[src/logic/fsw_params.svh]
// Purpose: constants for the flash self-program write block
// Assumes: byte-wide register port, 100 MHz core clock
// Notes: offsets are local choices
`ifndef FSW_PARAMS_SVH
`define FSW_PARAMS_SVH
`define FSW_ADDR_PTR_UPPER 4'h0
`define FSW_ADDR_PTR_HIGH 4'h1
`define FSW_ADDR_PTR_LOW 4'h2
`define FSW_ADDR_LATCH 4'h3
`define FSW_ADDR_KEY 4'h4
`define FSW_ADDR_CONTROL 4'h5
`define FSW_ADDR_STORE 4'h6
`define FSW_ADDR_IRQ_STATUS 4'h7
`define FSW_ADDR_IRQ_MASK 4'h8
`define FSW_ADDR_HOLD_INDEX 4'h9
`define FSW_ADDR_HOLD_DATA 4'ha
`define FSW_CTL_ERASE 4
`define FSW_CTL_FAULT 3
`define FSW_CTL_ENABLE 2
`define FSW_CTL_START 1
`define FSW_CTL_MASK 8'h1e
`define FSW_PTR_UPPER_MASK 8'h3f
`define FSW_KEY_FIRST 8'h55
`define FSW_KEY_SECOND 8'haa
`define FSW_HOLD_COUNT 64
`define FSW_CLK_MHZ 100
`define FSW_WRITE_TIME_US 2800
`define FSW_WRITE_CYCLES (`FSW_WRITE_TIME_US * `FSW_CLK_MHZ)
`define FSW_IRQ_DONE 0
`define FSW_IRQ_FAULT 1
`endif

[src/logic/fsw_pkg.sv]
// Purpose: types for the flash self-program write block
// Assumes: nothing
// Notes: constants live in fsw_params.svh
package fsw_pkg;
    typedef enum logic [1:0] {FSW_IDLE, FSW_KEY1, FSW_ARMED} fsw_key_t;
    typedef enum logic [1:0] {FSW_READY, FSW_PROGRAM, FSW_ERASE} fsw_cycle_t;
endpackage

[src/logic/fsw_unlock.sv]
// Purpose: unlock key sequence detector
// Assumes: one strobe per register access
// Notes: any other access between key writes drops the sequence
`timescale 1ns/1ps
`include "fsw_params.svh"
module fsw_unlock
    import fsw_pkg::*;
(
    input wire logic core_clk,
    input wire logic reset,
    input wire logic anyAccess,
    input wire logic keyWrite,
    input wire logic [7:0] keyData,
    input wire logic consume,
    output logic armed
);
    typedef struct packed {
        fsw_key_t state;
    } fsw_unlock_state_t;
    fsw_unlock_state_t cur;
    fsw_unlock_state_t next_cur;

    always_comb begin
        next_cur = cur;
        if (consume) begin
            next_cur.state = FSW_IDLE;
        end else if (anyAccess) begin
            case (cur.state)
                FSW_IDLE: begin
                    if (keyWrite && keyData == `FSW_KEY_FIRST) begin
                        next_cur.state = FSW_KEY1;
                    end
                end
                FSW_KEY1: begin
                    if (keyWrite && keyData == `FSW_KEY_SECOND) begin
                        next_cur.state = FSW_ARMED;
                    end else if (keyWrite && keyData == `FSW_KEY_FIRST) begin
                        next_cur.state = FSW_KEY1;
                    end else begin
                        next_cur.state = FSW_IDLE;
                    end
                end
                FSW_ARMED: begin
                    // only the very next access may start a cycle
                    next_cur.state = FSW_IDLE;
                end
                default: next_cur.state = FSW_IDLE;
            endcase
        end
    end

    always_ff @(posedge core_clk) begin
        if (reset) begin
            cur <= '{state: FSW_IDLE};
        end else begin
            cur <= next_cur;
        end
    end

    assign armed = (cur.state == FSW_ARMED);

    chk_key_order: assert property (@(posedge core_clk) disable iff (reset)
        $rose(armed) |-> $past(keyWrite) && $past(keyData) == `FSW_KEY_SECOND)
        else $error("unlock armed without second key");
    cov_armed: cover property (@(posedge core_clk) disable iff (reset) $rose(armed));
endmodule

[src/logic/fsw_timer.sv]
// Purpose: internal programming timer for long writes
// Assumes: start is a single-cycle pulse while idle
// Notes: length is a parameter so simulation can shorten it
`timescale 1ns/1ps
`include "fsw_params.svh"
module fsw_timer #(
    parameter int unsigned CYCLES = `FSW_WRITE_CYCLES
) (
    input wire logic core_clk,
    input wire logic reset,
    input wire logic start,
    output logic busy,
    output logic done
);
    typedef struct packed {
        logic [31:0] count;
        logic busy;
        logic done;
    } fsw_timer_state_t;
    fsw_timer_state_t cur;
    fsw_timer_state_t next_cur;

    always_comb begin
        next_cur = cur;
        next_cur.done = 1'b0;
        if (cur.busy) begin
            if (cur.count == 32'h1) begin
                next_cur.busy = 1'b0;
                next_cur.done = 1'b1;
            end
            next_cur.count = cur.count - 32'h1;
        end else if (start) begin
            next_cur.busy = 1'b1;
            next_cur.count = 32'(CYCLES);
        end
    end

    always_ff @(posedge core_clk) begin
        if (reset) begin
            cur <= '0;
        end else begin
            cur <= next_cur;
        end
    end

    assign busy = cur.busy;
    assign done = cur.done;

    chk_timer_done: assert property (@(posedge core_clk) disable iff (reset)
        done |-> !busy && $past(busy))
        else $error("timer done without a running cycle");
endmodule

[src/logic/fsw_top.sv]
// Purpose: flash self-program write controller with holding registers
// Assumes: byte register port, read data one cycle after read strobe
// Notes: the flash array itself lies outside; commands leave on ports
// How it works
// - one cycle programs sixty-four held bytes
// - pre-increment store bumps pointer then latches
// - enable bit must be set to program
// - keys 55h then 0AAh precede start
// - start after unlock stalls the cpu
// - erase bit selects row erase instead
// - fault flag marks operations cut by a fault reset
// - pointer is twenty-two bits in three bytes
// - key register stores nothing
// - holding registers survive a completed cycle
// - erase uses pointer bits 21 to 10
// - internal timer ends each long cycle
//
// Our own choices: the register addresses and strobed register access.
`timescale 1ns/1ps
`include "fsw_params.svh"
module fsw_top
    import fsw_pkg::*;
#(
    parameter int unsigned WRITE_CYCLES = `FSW_WRITE_CYCLES
) (
    input wire logic core_clk,
    input wire logic reset,
    input wire logic faultReset,
    input wire logic [3:0] regAddr,
    input wire logic [7:0] regWriteData,
    input wire logic regWrite,
    input wire logic regRead,
    output logic [7:0] regReadData,
    output logic cpuStall,
    output logic flashProgram,
    output logic flashErase,
    output logic [21:0] flashAddr,
    output logic [7:0] flashData,
    output logic [5:0] flashDataIndex,
    output logic irq
);
    typedef struct packed {
        logic [21:0] tablePointer;
        logic [7:0] tableLatchByte;
        logic eraseSelect;
        logic programFaultFlag;
        logic programEnable;
        logic writeStart;
        fsw_cycle_t cycle;
        logic [21:0] cycleAddr;
        logic faultPending;
        logic [1:0] irqStatus;
        logic [1:0] irqMask;
        logic [5:0] holdIndex;
        logic [7:0] readData;
        logic [`FSW_HOLD_COUNT-1:0][7:0] holding;
    } fsw_top_state_t;
    fsw_top_state_t cur;
    fsw_top_state_t next_cur;

    logic armed;
    logic timerBusy;
    logic timerDone;
    logic startCycle;
    logic wrCtl;

    function automatic logic [7:0] ctlByte(input fsw_top_state_t s);
        logic [7:0] b;
        b = 8'h00;
        b[`FSW_CTL_ERASE] = s.eraseSelect;
        b[`FSW_CTL_FAULT] = s.programFaultFlag;
        b[`FSW_CTL_ENABLE] = s.programEnable;
        b[`FSW_CTL_START] = s.writeStart;
        return b & `FSW_CTL_MASK;
    endfunction

    // the store path uses the incremented pointer twice
    function automatic logic [21:0] ptrNext(input logic [21:0] p);
        return p + 22'h1;
    endfunction

    assign wrCtl = regWrite && regAddr == `FSW_ADDR_CONTROL;
    // start only with enable set and keys directly before
    assign startCycle = wrCtl && regWriteData[`FSW_CTL_START] && regWriteData[`FSW_CTL_ENABLE]
        && armed && cur.cycle == FSW_READY;

    fsw_unlock u_unlock (
        .core_clk(core_clk),
        .reset(reset),
        .anyAccess(regWrite || regRead),
        .keyWrite(regWrite && regAddr == `FSW_ADDR_KEY),
        .keyData(regWriteData),
        .consume(startCycle),
        .armed(armed)
    );

    fsw_timer #(.CYCLES(WRITE_CYCLES)) u_timer (
        .core_clk(core_clk),
        .reset(reset),
        .start(startCycle),
        .busy(timerBusy),
        .done(timerDone)
    );

    always_comb begin
        next_cur = cur;
        if (regWrite) begin
            case (regAddr)
                `FSW_ADDR_PTR_UPPER: begin
                    next_cur.tablePointer[21:16] = regWriteData[5:0];
                end
                `FSW_ADDR_PTR_HIGH: next_cur.tablePointer[15:8] = regWriteData;
                `FSW_ADDR_PTR_LOW: next_cur.tablePointer[7:0] = regWriteData;
                `FSW_ADDR_LATCH: next_cur.tableLatchByte = regWriteData;
                `FSW_ADDR_STORE: begin
                    // pre-increment, then short write into holding register
                    next_cur.tablePointer = ptrNext(cur.tablePointer);
                    next_cur.holding[6'(ptrNext(cur.tablePointer))] = cur.tableLatchByte;
                end
                `FSW_ADDR_CONTROL: begin
                    next_cur.eraseSelect = regWriteData[`FSW_CTL_ERASE];
                    next_cur.programEnable = regWriteData[`FSW_CTL_ENABLE];
                    if (!regWriteData[`FSW_CTL_FAULT]) begin
                        next_cur.programFaultFlag = 1'b0;
                    end
                end
                `FSW_ADDR_IRQ_STATUS: next_cur.irqStatus = cur.irqStatus & ~regWriteData[1:0];
                `FSW_ADDR_IRQ_MASK: next_cur.irqMask = regWriteData[1:0];
                `FSW_ADDR_HOLD_INDEX: next_cur.holdIndex = regWriteData[5:0];
                default: begin
                end
            endcase
        end
        if (startCycle) begin
            next_cur.writeStart = 1'b1;
            next_cur.cycleAddr = cur.tablePointer;
            next_cur.cycle = regWriteData[`FSW_CTL_ERASE] ? FSW_ERASE : FSW_PROGRAM;
        end
        if (timerDone) begin
            next_cur.writeStart = 1'b0;
            next_cur.cycle = FSW_READY;
            next_cur.irqStatus[`FSW_IRQ_DONE] = 1'b1;
        end
        if (cur.faultPending) begin
            // set wins over a clear in the same cycle
            next_cur.programFaultFlag = 1'b1;
            next_cur.irqStatus[`FSW_IRQ_FAULT] = 1'b1;
            next_cur.faultPending = 1'b0;
        end
        next_cur.readData = 8'h00;
        if (regRead) begin
            case (regAddr)
                `FSW_ADDR_PTR_UPPER: next_cur.readData = {2'b00, cur.tablePointer[21:16]};
                `FSW_ADDR_PTR_HIGH: next_cur.readData = cur.tablePointer[15:8];
                `FSW_ADDR_PTR_LOW: next_cur.readData = cur.tablePointer[7:0];
                `FSW_ADDR_LATCH: next_cur.readData = cur.tableLatchByte;
                `FSW_ADDR_CONTROL: next_cur.readData = ctlByte(cur);
                `FSW_ADDR_IRQ_STATUS: next_cur.readData = {6'h00, cur.irqStatus};
                `FSW_ADDR_IRQ_MASK: next_cur.readData = {6'h00, cur.irqMask};
                `FSW_ADDR_HOLD_INDEX: next_cur.readData = {2'b00, cur.holdIndex};
                `FSW_ADDR_HOLD_DATA: next_cur.readData = cur.holding[cur.holdIndex];
                default: next_cur.readData = 8'h00;
            endcase
        end
    end

    always_ff @(posedge core_clk) begin
        if (reset) begin
            cur <= '0;
            // holding bytes survive reset; the fault flag only a fault reset
            cur.programFaultFlag <= next_cur.programFaultFlag && faultReset;
            cur.holding <= next_cur.holding;
            cur.faultPending <= faultReset && timerBusy;
        end else begin
            cur <= next_cur;
        end
    end

    assign regReadData = cur.readData;
    assign cpuStall = cur.cycle != FSW_READY;
    assign flashProgram = cur.cycle == FSW_PROGRAM;
    assign flashErase = cur.cycle == FSW_ERASE;
    assign flashAddr = flashErase ? {cur.cycleAddr[21:10], 10'h000}
        : {cur.cycleAddr[21:6], 6'h00};
    assign flashDataIndex = cur.holdIndex;
    assign flashData = cur.holding[cur.holdIndex];
    assign irq = |(cur.irqStatus & cur.irqMask);

    chk_stall_span: assert property (@(posedge core_clk) disable iff (reset)
        startCycle |=> cpuStall && cur.writeStart)
        else $error("cycle start did not stall the cpu");
    chk_start_clear: assert property (@(posedge core_clk) disable iff (reset)
        timerDone |=> !cur.writeStart && !cpuStall)
        else $error("write start not cleared at cycle end");
    chk_erase_select: assert property (@(posedge core_clk) disable iff (reset)
        startCycle && regWriteData[`FSW_CTL_ERASE] |=> flashErase && !flashProgram)
        else $error("erase not selected");
    chk_preinc_store: assert property (@(posedge core_clk) disable iff (reset)
        regWrite && regAddr == `FSW_ADDR_STORE && cur.cycle == FSW_READY
        |=> cur.tablePointer == $past(cur.tablePointer) + 22'h1
        && cur.holding[cur.tablePointer[5:0]] == $past(cur.tableLatchByte))
        else $error("store did not pre-increment and latch");
    chk_no_enable: assert property (@(posedge core_clk) disable iff (reset)
        wrCtl && !regWriteData[`FSW_CTL_ENABLE] && cur.cycle == FSW_READY |=> !cpuStall)
        else $error("cycle started without enable");
    chk_ctl_zero: assert property (@(posedge core_clk) disable iff (reset)
        $past(regRead) && $past(regAddr) == `FSW_ADDR_CONTROL |-> regReadData[7:5] == 3'b000
        && regReadData[0] == 1'b0)
        else $error("unimplemented control bits not zero");
    chk_ptr_upper: assert property (@(posedge core_clk) disable iff (reset)
        $past(regRead) && $past(regAddr) == `FSW_ADDR_PTR_UPPER
        |-> regReadData == {2'b00, $past(cur.tablePointer[21:16])})
        else $error("pointer upper byte read back wrong");

    chk_stall_hold: assert property (@(posedge core_clk) disable iff (reset)
        cpuStall && !timerDone |=> cpuStall)
        else $error("stall ended before the timer");

    chk_stall_entry: assert property (@(posedge core_clk) disable iff (reset)
        $rose(cpuStall) |-> $past(armed) && $past(wrCtl))
        else $error("stall began without unlock and control write");

    chk_row_addr: assert property (@(posedge core_clk) disable iff (reset)
        startCycle && regWriteData[`FSW_CTL_ERASE]
        |=> flashAddr[21:10] == $past(cur.tablePointer[21:10])
        && flashAddr[9:0] == 10'h000)
        else $error("erase address not the pointer row");

    chk_block_addr: assert property (@(posedge core_clk) disable iff (reset)
        startCycle && !regWriteData[`FSW_CTL_ERASE]
        |=> flashAddr == {$past(cur.tablePointer[21:6]), 6'h00})
        else $error("program address not the pointer block");

    chk_ctl_write: assert property (@(posedge core_clk) disable iff (reset)
        wrCtl |=> cur.programEnable == $past(regWriteData[`FSW_CTL_ENABLE])
        && cur.eraseSelect == $past(regWriteData[`FSW_CTL_ERASE]))
        else $error("control write did not update enable and erase");

    chk_key_empty: assert property (@(posedge core_clk) disable iff (reset)
        $past(regRead) && $past(regAddr) == `FSW_ADDR_KEY |-> regReadData == 8'h00)
        else $error("key register returned data");

    chk_hold_keep: assert property (@(posedge core_clk) disable iff (reset)
        timerDone |=> cur.holding == $past(cur.holding))
        else $error("holding registers changed at cycle end");

    chk_irq_done: assert property (@(posedge core_clk) disable iff (reset)
        timerDone |=> cur.irqStatus[`FSW_IRQ_DONE])
        else $error("cycle end did not set the done status");

    chk_fault_pending: assert property (@(posedge core_clk)
        reset && faultReset && timerBusy |=> cur.faultPending)
        else $error("interrupted cycle not recorded");
    chk_fault_flag: assert property (@(posedge core_clk) disable iff (reset)
        cur.faultPending |=> cur.programFaultFlag && cur.irqStatus[`FSW_IRQ_FAULT])
        else $error("fault flag not set after interrupted cycle");
    cov_refused: cover property (@(posedge core_clk) disable iff (reset)
        wrCtl && regWriteData[`FSW_CTL_START] && !startCycle);
    cov_program: cover property (@(posedge core_clk) disable iff (reset)
        startCycle && !regWriteData[`FSW_CTL_ERASE]);
    cov_erase: cover property (@(posedge core_clk) disable iff (reset) $rose(flashErase));
    cov_fault: cover property (@(posedge core_clk) $rose(cur.programFaultFlag));
endmodule

[config.mk]
export PLATFORM = sky130hd
export DESIGN_NAME = fsw_top
export DESIGN_NICKNAME = d
export VERILOG_FILES = /design/src/logic/fsw_pkg.sv /design/src/logic/fsw_unlock.sv /design/src/logic/fsw_timer.sv /design/src/logic/fsw_top.sv
export VERILOG_INCLUDE_DIRS = /design/src /design/src/logic
export SDC_FILE = /design/constraint.sdc
export NUM_CORES = 1
export LEC_CHECK = 0
export BUFFER_PORTS_ARGS = -buffer_cell sky130_fd_sc_hd__buf_2
export CAP_MARGIN = 0
export CELL_PAD_IN_SITES_DETAIL_PLACEMENT = 1
export CELL_PAD_IN_SITES_GLOBAL_PLACEMENT = 2
export CORE_UTILIZATION = 46
export CTS_CLUSTER_SIZE = 20
export DETAILED_ROUTE_END_ITERATION = 10
export PLACE_DENSITY_LB_ADDON = 0.1
export REMOVE_ABC_BUFFERS = 1
export SLEW_MARGIN = 20
export SYNTH_ARGS = -nofsm -noshare
export SYNTH_HDL_FRONTEND = slang
export SYNTH_HIERARCHICAL = 1
export SYNTH_SLANG_ARGS = --single-unit
[constraint.sdc]
create_clock -name core_clk -period 3.3 [get_ports core_clk]
set_input_delay 0.495 -clock core_clk [delete_from_list [all_inputs] [get_ports core_clk]]
set_output_delay 0.495 -clock core_clk [all_outputs]
set_load 0.1 [all_outputs]
==> impl_results.md, run 1 <==
- Die footprint: 57,000 um2
- Vias per cell: between 5 and 6
- Port Buffers: 58
- Largest net degree at the start of global routing: 66
- Count of final setup violators: 7
- DRC Markers: 0
- Run status: finished, violations left
- DR iter-0 viols: about 1,200
- Routed Antenna Nets: 0
- Slew Limit Fails: 0
- Layout cell share with drive strength beyond 1: 0.285
- Static Leak: approximately 11 nW
- Area leader, netlist: edfxtp_1
- Core Box Area: 55,300 um2
- Total Routing Usage GR: 0.256
- Vias: ~16,000
- Crit path kind: reg -> out
- Synthesized cell area: 25,800 um2
- Synth warn: 6
- Tcrit/Tclk final: 1.04
- Worst hold slack: between 0.15 and 0.2 ns
- Synth cell count leaders: 512 x edfxtp_1, 146 x nor2_1, 115 x mux2i_1
- Slew margin rel.: 0.299
- Clock buffer depth: 3
- CTS tree: yes
- Peak supply drop: 463 uV
- Initial antenna violation count: 0
- Die outline height: 239 um
- Yosys cell types: 74
- #FFs+latches synth: 619
- Worst-margin pin slew: around 1.1 ns
- Fmax achieved: approximately 290 MHz
- Synth top area share: 0.596
- Clock Skew: around 0.018 ns
- WL per Instance: between 20 and 30 um
- Setup slack after layout: -0.146 ns
- Die Width: around 240 um
- CTS Sinks: 619
- H-tree depth: 3
- Initial Utilization: 0.467
- CP max FO: 4
- Io pins: 65
- Synth-to-Final Area Change: 19.4%
- Most numerous cell in the Yosys netlist: edfxtp_1
- Global route total overflow: 0
- Post-synth EDFFs: roughly 510
- Async set or reset register ratio after synthesis: 0
- N_diodes: 0
- Final hold viol count: 0
- Synth area leaders: edfxtp_1 60%, mux4_2 9.0%, dfxtp_1 8.3%
- Root Buffer: clkbuf_16
- Total design power: 16.1 mW
- Crit path launch type: flop
- Minimum clock period: about 3.4 ns
- Drt pass-1 iters: 5
- CP arrival: between 2 and 3 ns
- Violated checks: setup timing
- Max-Cap Viols: 0
- Total Wirelength: approximately 72,000 um
- Post-DP HPWL: between 40,000 and 50,000 um
- Clk Latency, worst-skew pair: ~0.60 ns
- CTS buffer count: 68
- Cells after Synth: between 1,500 and 2,000
- RSZ-0062 raised after global routing: true
- RD Place Congestion: between 0.8 and 0.9
- Fillers: ~5,200
- Util after Layout: 0.557
- First-pass GRT wire length: about 110,000 um
- # nets final: about 1,900
- Top_reg_cell synth: edfxtp_1
- Row count: 86
- CP Capture Type: output pin
- Syn_area_per_cell: roughly 15 um2
- Register area share after synthesis: 0.679
- Power per cell area: 524 nW/um2
- Clock transition at the registers of the reported paths: 0.06 ns
- Hold WC Path Type: in -> reg
- Vias in the first global route: roughly 16,000
- Worst EP required: roughly 2.8 ns
final timing paths:
path	from	to	slack, ns	cells past startpoint
max	flashDataIndex[0]	flashData[6]	-0.15	9
min	faultReset	cur[557]	0.17	3
max reg2reg	flashDataIndex[0]	regReadData[4]	0.47	16
min reg2reg	cur[551]	cur[551]	0.45	2
final cells by class:
type / count / area (um2) / share of cell area
Clock buffer: 92 / 1890 / 0.0613
Tap cell: 748 / 936 / 0.0304
Timing Repair Buffer: 257 / 2270 / 0.0737
Multi-Input combinational cell: 926 / 7880 / 0.256
Sequential cell: 619 / 17500 / 0.569
Clock inverter: 30 / 245 / 0.00796
Inverter: 10 / 37.5 / 0.00122
what timing repair did:
action,in CTS,in global routing
pin swaps,17,16
endpoints found under the setup margin,8,8
hold buffers,0,0
resized for setup,74,24
gates cloned,4,1
setup buffers,40,11
power by group:
group	switching (mW)	leakage (nW)	total, mW	internal (mW)
sequential	0.0266	6.62	8.40	8.37
clock	2.99	1.04	7.31	4.32
combinational	0.287	3.53	0.425	0.138
total	3.30	11.2	16.1	12.8
logic make-up (layout without fill, tap and decap cells):
kind of cell,Yosys count,in the layout,share of synthesized area
flops,619,619,0.679
buf+inv,139,389,0.0296
fa+ha+maj,3,3,0.00145
mux,236,236,0.142
xor+xnor,7,7,0.00238
compound gates,245,245,0.0630
other cells,1,6,0.000145
simple gates,429,429,0.0822
through the flow:
step	std cells	cell area (um2)	TNS [ns]	setup WS, ns
4_1_cts	2672	30600	-1.04	-0.166
5_1_grt	2682	30800	-1.30	-0.201
3_5_place_dp	2506	27700	-0.106	-0.0697
6_report	2682	30800	-0.756	-0.146
2_1_floorplan	1555	25100	-85.65	-5.89
3_3_place_gp	2506	27700	-0.0902	-0.0656
cells in the final DEF, fill, tap and decap left out, types with 17 or more instances in the layout:
| master | count |
|---|---|
| buf_4 | 170 |
| buf_12 | 22 |
| clkbuf_1 | 17 |
| nor2b_1 | 20 |
| a211oi_1 | 23 |
| dfxtp_1 | 95 |
| mux2i_1 | 108 |
| nand2_1 | 110 |
| o21ai_0 | 24 |
| mux4_2 | 103 |
| nor2_1 | 144 |
| buf_2 | 49 |
| a21oi_1 | 79 |
| nor3_1 | 22 |
| nand3_1 | 29 |
| edfxtp_1 | 512 |
| clkbuf_16 | 72 |
metal layers:
metal / vias up / wire length, um / share of wire / global-route usage
met5: - / 0 / 0 / 0
met4: 0 / 1390 / 0.019 / 0.0618
met3: 89 / 3670 / 0.051 / 0.0391
met2: 381 / 33700 / 0.47 / 0.402
met1: 8203 / 32800 / 0.46 / 0.375
li1: 6932 / - / - / -
sequential cells by signal (all words and copies together), names as in the netlist:
signal          count
regReadData         8
u_timer/busy        1
cur               569
u_unlock/cur        2
u_timer/done        1
u_timer/cur        32
flashDataIndex      6
critical path, stage by stage (launching register included):
cell and delay, ns:
dfxtp_4 0.38, buf_8 0.14, buf_12 0.11, buf_16 0.11
mux4_2 0.50, mux2_2 0.28, o211ai_1 0.36, a2bb2oi_1 0.12
buf_4 0.19, buf_12 0.16
No activity file was read; power rests on OpenSTA's default activity.
==> run 2, diff against run 1 <==
--- a/config.mk
+++ b/config.mk
@@ -20,3 +20,4 @@
 export SYNTH_HDL_FRONTEND = slang
 export SYNTH_HIERARCHICAL = 1
 export SYNTH_SLANG_ARGS = --single-unit
+export TNS_END_PERCENT = 50
==> run 2 against run 1 <==
- the flow still finishes with violations (setup timing)
- final cell count down 0.37%
- largest power group unchanged
- clock power about the same
- clock skew down 0.0017 ns
- cell area down 0.48%
- utilization down 0.27 points
- power about the same
- combinational power down 1%
- fmax down 1.2%
- first-iteration DRC count up 3.2%
- sequential cell count unchanged
- die area unchanged
==> impl_results.md, run 2 (synthesis gave the netlist of run 1 again) <==
- Run status: finished, violations left
- Violated checks: setup timing
- Clk Latency, worst-skew pair: 0.60 ns
- Power per cell area: around 530 nW/um2
- Row count: 86
- Die outline height: 239 um
- Vias in the first global route: 16,000
- Max-Cap Viols: 0
- CP arrival: ~3.0 ns
- Clock buffer depth: 3
- Reg2Reg Depth: 16
- Worst EP required: around 2.8 ns
- Final hold viol count: 0
- Root Buffer: clkbuf_16
- # nets final: 1,892
- RD Place Congestion: 0.887
- Peak supply drop: approximately 460 uV
- CTS tree: yes
- Max FFs per register: around 570
- Fmax achieved: 287 MHz
- Static Leak: roughly 11 nW
- CTS buffer count: 68
- Minimum clock period: between 3 and 4 ns
- Total design power: roughly 16 mW
- Worst-margin pin slew: between 1 and 1.5 ns
- Vias per cell: roughly 6
- Setup_tns: -0.952 ns
- Largest Register: cur
- Total Wirelength: 71,300 um
- Layout cell share with drive strength beyond 1: 0.280
- Io pins: between 60 and 70
- CTS Sinks: 619
- Count of final setup violators: 8
- WL per Instance: between 20 and 30 um
- Port Buffers: 58
- Hold WC Path Type: in -> reg
- Core Box Area: about 55,000 um2
- Fillers: 5,231
- DR iter-0 viols: 1,236
- Tcrit/Tclk final: 1.06
- Crit path launch type: flop
- Total Routing Usage GR: 0.256
- Largest net degree at the start of global routing: 66
- Clock Skew: between 0.015 and 0.02 ns
- Initial antenna violation count: 0
- Setup WS pre-CTS: -0.0697 ns
- H-tree depth: 3
- Initial Utilization: 0.467
- Cell area after layout: around 31,000 um2
- Slew margin rel.: 0.288
- Global route total overflow: 0
- DRC Markers: 0
- Synth-to-Final Area Change: 18.8%
- CP max FO: 22
- Setup slack after layout: -0.188 ns
- Post-DP Area: about 28,000 um2
- Clock transition at the registers of the reported paths: 0.06 ns
- Commonest non-fill, non-tap cell in the layout: edfxtp_1
- RSZ-0062 raised after global routing: true
- Routed Antenna Nets: 0
- First-pass GRT wire length: between 100,000 and 150,000 um
- Worst hold slack: between 0.15 and 0.2 ns
- Hold-fix buffers at CTS: 0
- Post-DP HPWL: between 40,000 and 50,000 um
- Vias: ~16,000
- Most frequent cells in the layout: 512 x edfxtp_1, 159 x buf_4, 144 x nor2_1
- Die footprint: roughly 57,000 um2
- Worst hold stages: 3
- Die Width: roughly 240 um
- Slew Limit Fails: 0
- CP Capture Type: output pin
- Drt pass-1 iters: 5
- Crit path kind: reg -> out
- N_diodes: 0
==> run 2: changes by cell type in the layout (fill, tap and decap cells not counted), sizes merged <==
| cell | delta |
|---|---|
| clkbuf | -1 |
| buf | -9 |
==> run 2: critical path, stage by stage, from the launching register on <==
cell and delay (ns):
dfxtp_4 0.49, buf_4 0.18, buf_12 0.18, mux4_2 0.31, mux2_2 0.28, o211ai_1 0.49
a2bb2oi_2 0.13, buf_6 0.17, buf_12 0.16
==> run 2: final timing paths <==
check | startpoint | end | slack (ns)
setup / recovery | flashDataIndex[2] | flashData[7] | -0.19
hold / removal | faultReset | cur[557] | 0.17
setup reg to reg | flashDataIndex[0] | regReadData[4] | 0.47
hold reg to reg | cur[551] | cur[551] | 0.45
==> run 2: timing repair <==
| item | in CTS | in global routing |
|---|---|---|
| pin swaps | 17 | 7 |
| gates resized for setup | 70 | 20 |
| gates cloned | 4 | 0 |
| buffers inserted | 38 | 2 |
| setup endpoints to repair | 8 | 8 |
| hold endpoints to repair | 0 | 0 |
==> run 2: layer usage <==
metal	vias to the layer above	global-route usage	wire [um]
li1	6921	-	-
met1	8159	0.375	32800
met2	397	0.401	33600
met3	101	0.0385	3320
met4	0	0.0645	1590
met5	-	0	0
==> run 2: final cells by class <==
cell class,count,area (um2),share of cell area
inverters,10,37.5,0.00122
flip-flops and latches,619,17500,0.572
clock buffers,92,1890,0.0616
well taps,748,936,0.0305
multi-input cells,926,7820,0.255
clock inverters,30,245,0.00800
repair buffers,247,2190,0.0713
==> run 2: power by group <==
group / switching (mW) / leakage [nW] / internal (mW) / total, mW
Clock: 3.00 / 1.04 / 4.32 / 7.32
Combinational: 0.284 / 3.47 / 0.136 / 0.420
Sequential: 0.0265 / 6.62 / 8.37 / 8.40
==> run 2: through the flow <==
step | instances | util
2_1_floorplan | 1555 | -
3_3_place_gp | 2506 | 0.500
3_5_place_dp | 2506 | 0.500
4_1_cts | 2670 | 0.552
5_1_grt | 2672 | 0.554
6_report | 2672 | 0.554
==> run 3, diff against run 2 <==
--- a/config.mk
+++ b/config.mk
@@ -10,7 +10,8 @@
 export CAP_MARGIN = 0
 export CELL_PAD_IN_SITES_DETAIL_PLACEMENT = 1
 export CELL_PAD_IN_SITES_GLOBAL_PLACEMENT = 2
-export CORE_UTILIZATION = 46
+export CORE_UTILIZATION = 45
+export CTS_BUF_LIST = sky130_fd_sc_hd__clkbuf_16
 export CTS_CLUSTER_SIZE = 20
 export DETAILED_ROUTE_END_ITERATION = 10
 export PLACE_DENSITY_LB_ADDON = 0.1
==> constraint.sdc (replaced) <==
create_clock -name core_clk -period 3.5 [get_ports core_clk]
set_input_delay 0.525 -clock core_clk [delete_from_list [all_inputs] [get_ports core_clk]]
set_output_delay 0.525 -clock core_clk [all_outputs]
set_load 0.1 [all_outputs]
==> run 3 against run 2 <==
- the flow still finishes with violations (setup timing)
- sequential cell count is the same
- worst hold slack improved by 0.030 ns
- setup slack better by 0.16 ns
- global-route usage decreased by 0.42 points
- register-to-register slack improved by 0.03 ns
- sequential power is 5.7% lower
- non-clock buffer count decreased by 23
- via count fell by 0.13%
- utilization is 1.2 points lower
- highest routed layer unchanged
==> impl_results.md, run 3 (synthesis gave the netlist of run 1 again) <==
- Largest net degree at the start of global routing: 66
- CTS Sinks: between 600 and 700
- Total Wirelength: around 72,000 um
- CP arrival: about 3.0 ns
- WL per Instance: 27.0 um
- Most frequent cells in the layout: 512 x edfxtp_1, 143 x nor2_1, 140 x buf_4
- Global route total overflow: 0
- Slew margin rel.: 0.284
- Initial Utilization: 0.457
- Slew Limit Fails: 0
- Fmax achieved: approximately 280 MHz
- Clock Skew: approximately 0.021 ns
- N_diodes: 0
- Reg power frac: 0.497
- Static Leak: ~11 nW
- # nets final: about 1,900
- Clk Latency, worst-skew pair: a little over 0.6 ns
- Fillers: 5,294
- Crit path launch type: flop
- Internal Power: around 13 mW
- Io pins: 65
- Final hold viol count: 0
- GRT busiest layer: met2
- Clock transition at the registers of the reported paths: approximately 0.06 ns
- Synth-to-Final Area Change: 18.8%
- GR Util met3: 0.0422
- Critical path startpoint: flashDataIndex[0]
- CTS tree: yes
- Die Width: roughly 240 um
- Vias: approximately 16,000
- Tcrit/Tclk final: 1.01
- Met2 Use GR: 0.403
- Net Sw Frac: 0.205
- Peak supply drop: a little over 400 uV
- Post-DP HPWL: around 46,000 um
- Commonest non-fill, non-tap cell in the layout: edfxtp_1
- Met1 GRT Util: 0.354
- Total Routing Usage GR: 0.251
- Core Box Area: between 50,000 and 60,000 um2
- Worst hold slack: 0.197 ns
- Max-Cap Viols: 0
- Layout cell share with drive strength beyond 1: 0.275
- DR iter-0 viols: about 1,300
- Setup slack after layout: -0.0294 ns
- RSZ-0062 raised after global routing: true
- Worst reg2reg path startpoint: cur[570]
- Setup WS pre-CTS: around 0.09 ns
- RD Place Congestion: around 0.84
- Routed Antenna Nets: 0
- First-pass GRT wire length: ~110,000 um
- Violated checks: setup timing
- Die outline height: about 240 um
- Clock share of power: 0.479
- Die footprint: about 58,000 um2
- Fin cells: 2,659
- Dpl cells: approximately 2,500
- Clock buffer depth: 3
- Minimum clock period: ~3.5 ns
- Logic pwr share: 0.024
- Root Buffer: clkbuf_16
- Initial antenna violation count: 1
- Drt pass-1 iters: 5
- Worst EP required: 2.97 ns
- Run status: finished, violations left
- Port Buffers: a little under 60
- Hold WC Path Type: in -> reg
- CTS buffer count: between 60 and 70
- Hold Startpoint: faultReset
- Vias in the first global route: 16,000
- Hold-fix buffers at CTS: 0
- CP Capture Type: output pin
- DRC Markers: 0
- Max FFs per register: 569
- Row count: slightly below 90
- Largest Register: cur
- Vias per cell: slightly below 6
- Switch Pwr: around 3.3 mW
- H-tree depth: 3
- Power per cell area: between 500 and 600 nW/um2
- CP max FO: 7
- Crit path kind: reg -> out
- Worst-margin pin slew: 1.07 ns
- Count of final setup violators: 4
run 3: critical path: stages (launching register included):
cell      delay, ns
dfxtp_4        0.42
buf_12         0.15
buf_8          0.13
mux4_2         0.50
mux2_4         0.26
o211ai_1       0.44
a32oi_4        0.25
buf_12         0.23
run 3: final timing paths:
check                      end  slack, ns  cells past startpoint
setup reg to reg      cur[179]       0.50                      7
hold reg to reg       cur[537]       0.45                      2
setup / recovery  flashData[3]      -0.03                      7
hold / removal        cur[557]       0.20                      3
run 3: metal layers:
layer	wire, um	share of wire
met1	32200	0.45
met2	34300	0.48
met3	3450	0.048
met4	1720	0.024
met5	0	0
run 3: what timing repair did:
item                       CTS  global route
setup buffers               15            15
setup endpoints to repair    8             8
pin swaps                    7            16
resized for setup           37            30
gates cloned                 1             2
run 3: power groups by stage:
| stage | logic, mW | registers, mW | clock network [mW] |
|---|---|---|---|
| after global routing | 0.414 | 7.91 | 8.03 |
| after detailed placement | 0.364 | 8.08 | 0 |
| after global placement | 0.360 | 8.08 | 0 |
| final | 0.389 | 7.92 | 7.64 |
| after floorplan | 0.173 | 8.10 | 0 |
| after CTS | 0.380 | 7.92 | 7.77 |
run 3: layout make-up:
cell class | instances | area [um2] | share of cell area
Clock buffer | 71 | 1780 | 0.0580
Multi-Input combinational cell | 926 | 7790 | 0.254
Sequential cell | 619 | 17500 | 0.572
Tap cell | 756 | 946 | 0.0309
Timing Repair Buffer | 224 | 1950 | 0.0636
Inverter | 10 | 37.5 | 0.00122
Clock inverter | 53 | 607 | 0.0198
run 3: per-stage QoR:
| stage | TNS (ns) | utilization | area [um2] | power [mW] |
|---|---|---|---|---|
| floorplan | -81.95 | - | 25100 | 8.27 |
| global placement | 0 | 0.488 | 27600 | 8.44 |
| detailed placement | 0 | 0.488 | 27600 | 8.44 |
| CTS | -0.338 | 0.537 | 30300 | 16.1 |
| global route | -0.526 | 0.542 | 30600 | 16.4 |
| finish | -0.0599 | 0.542 | 30600 | 15.9 |
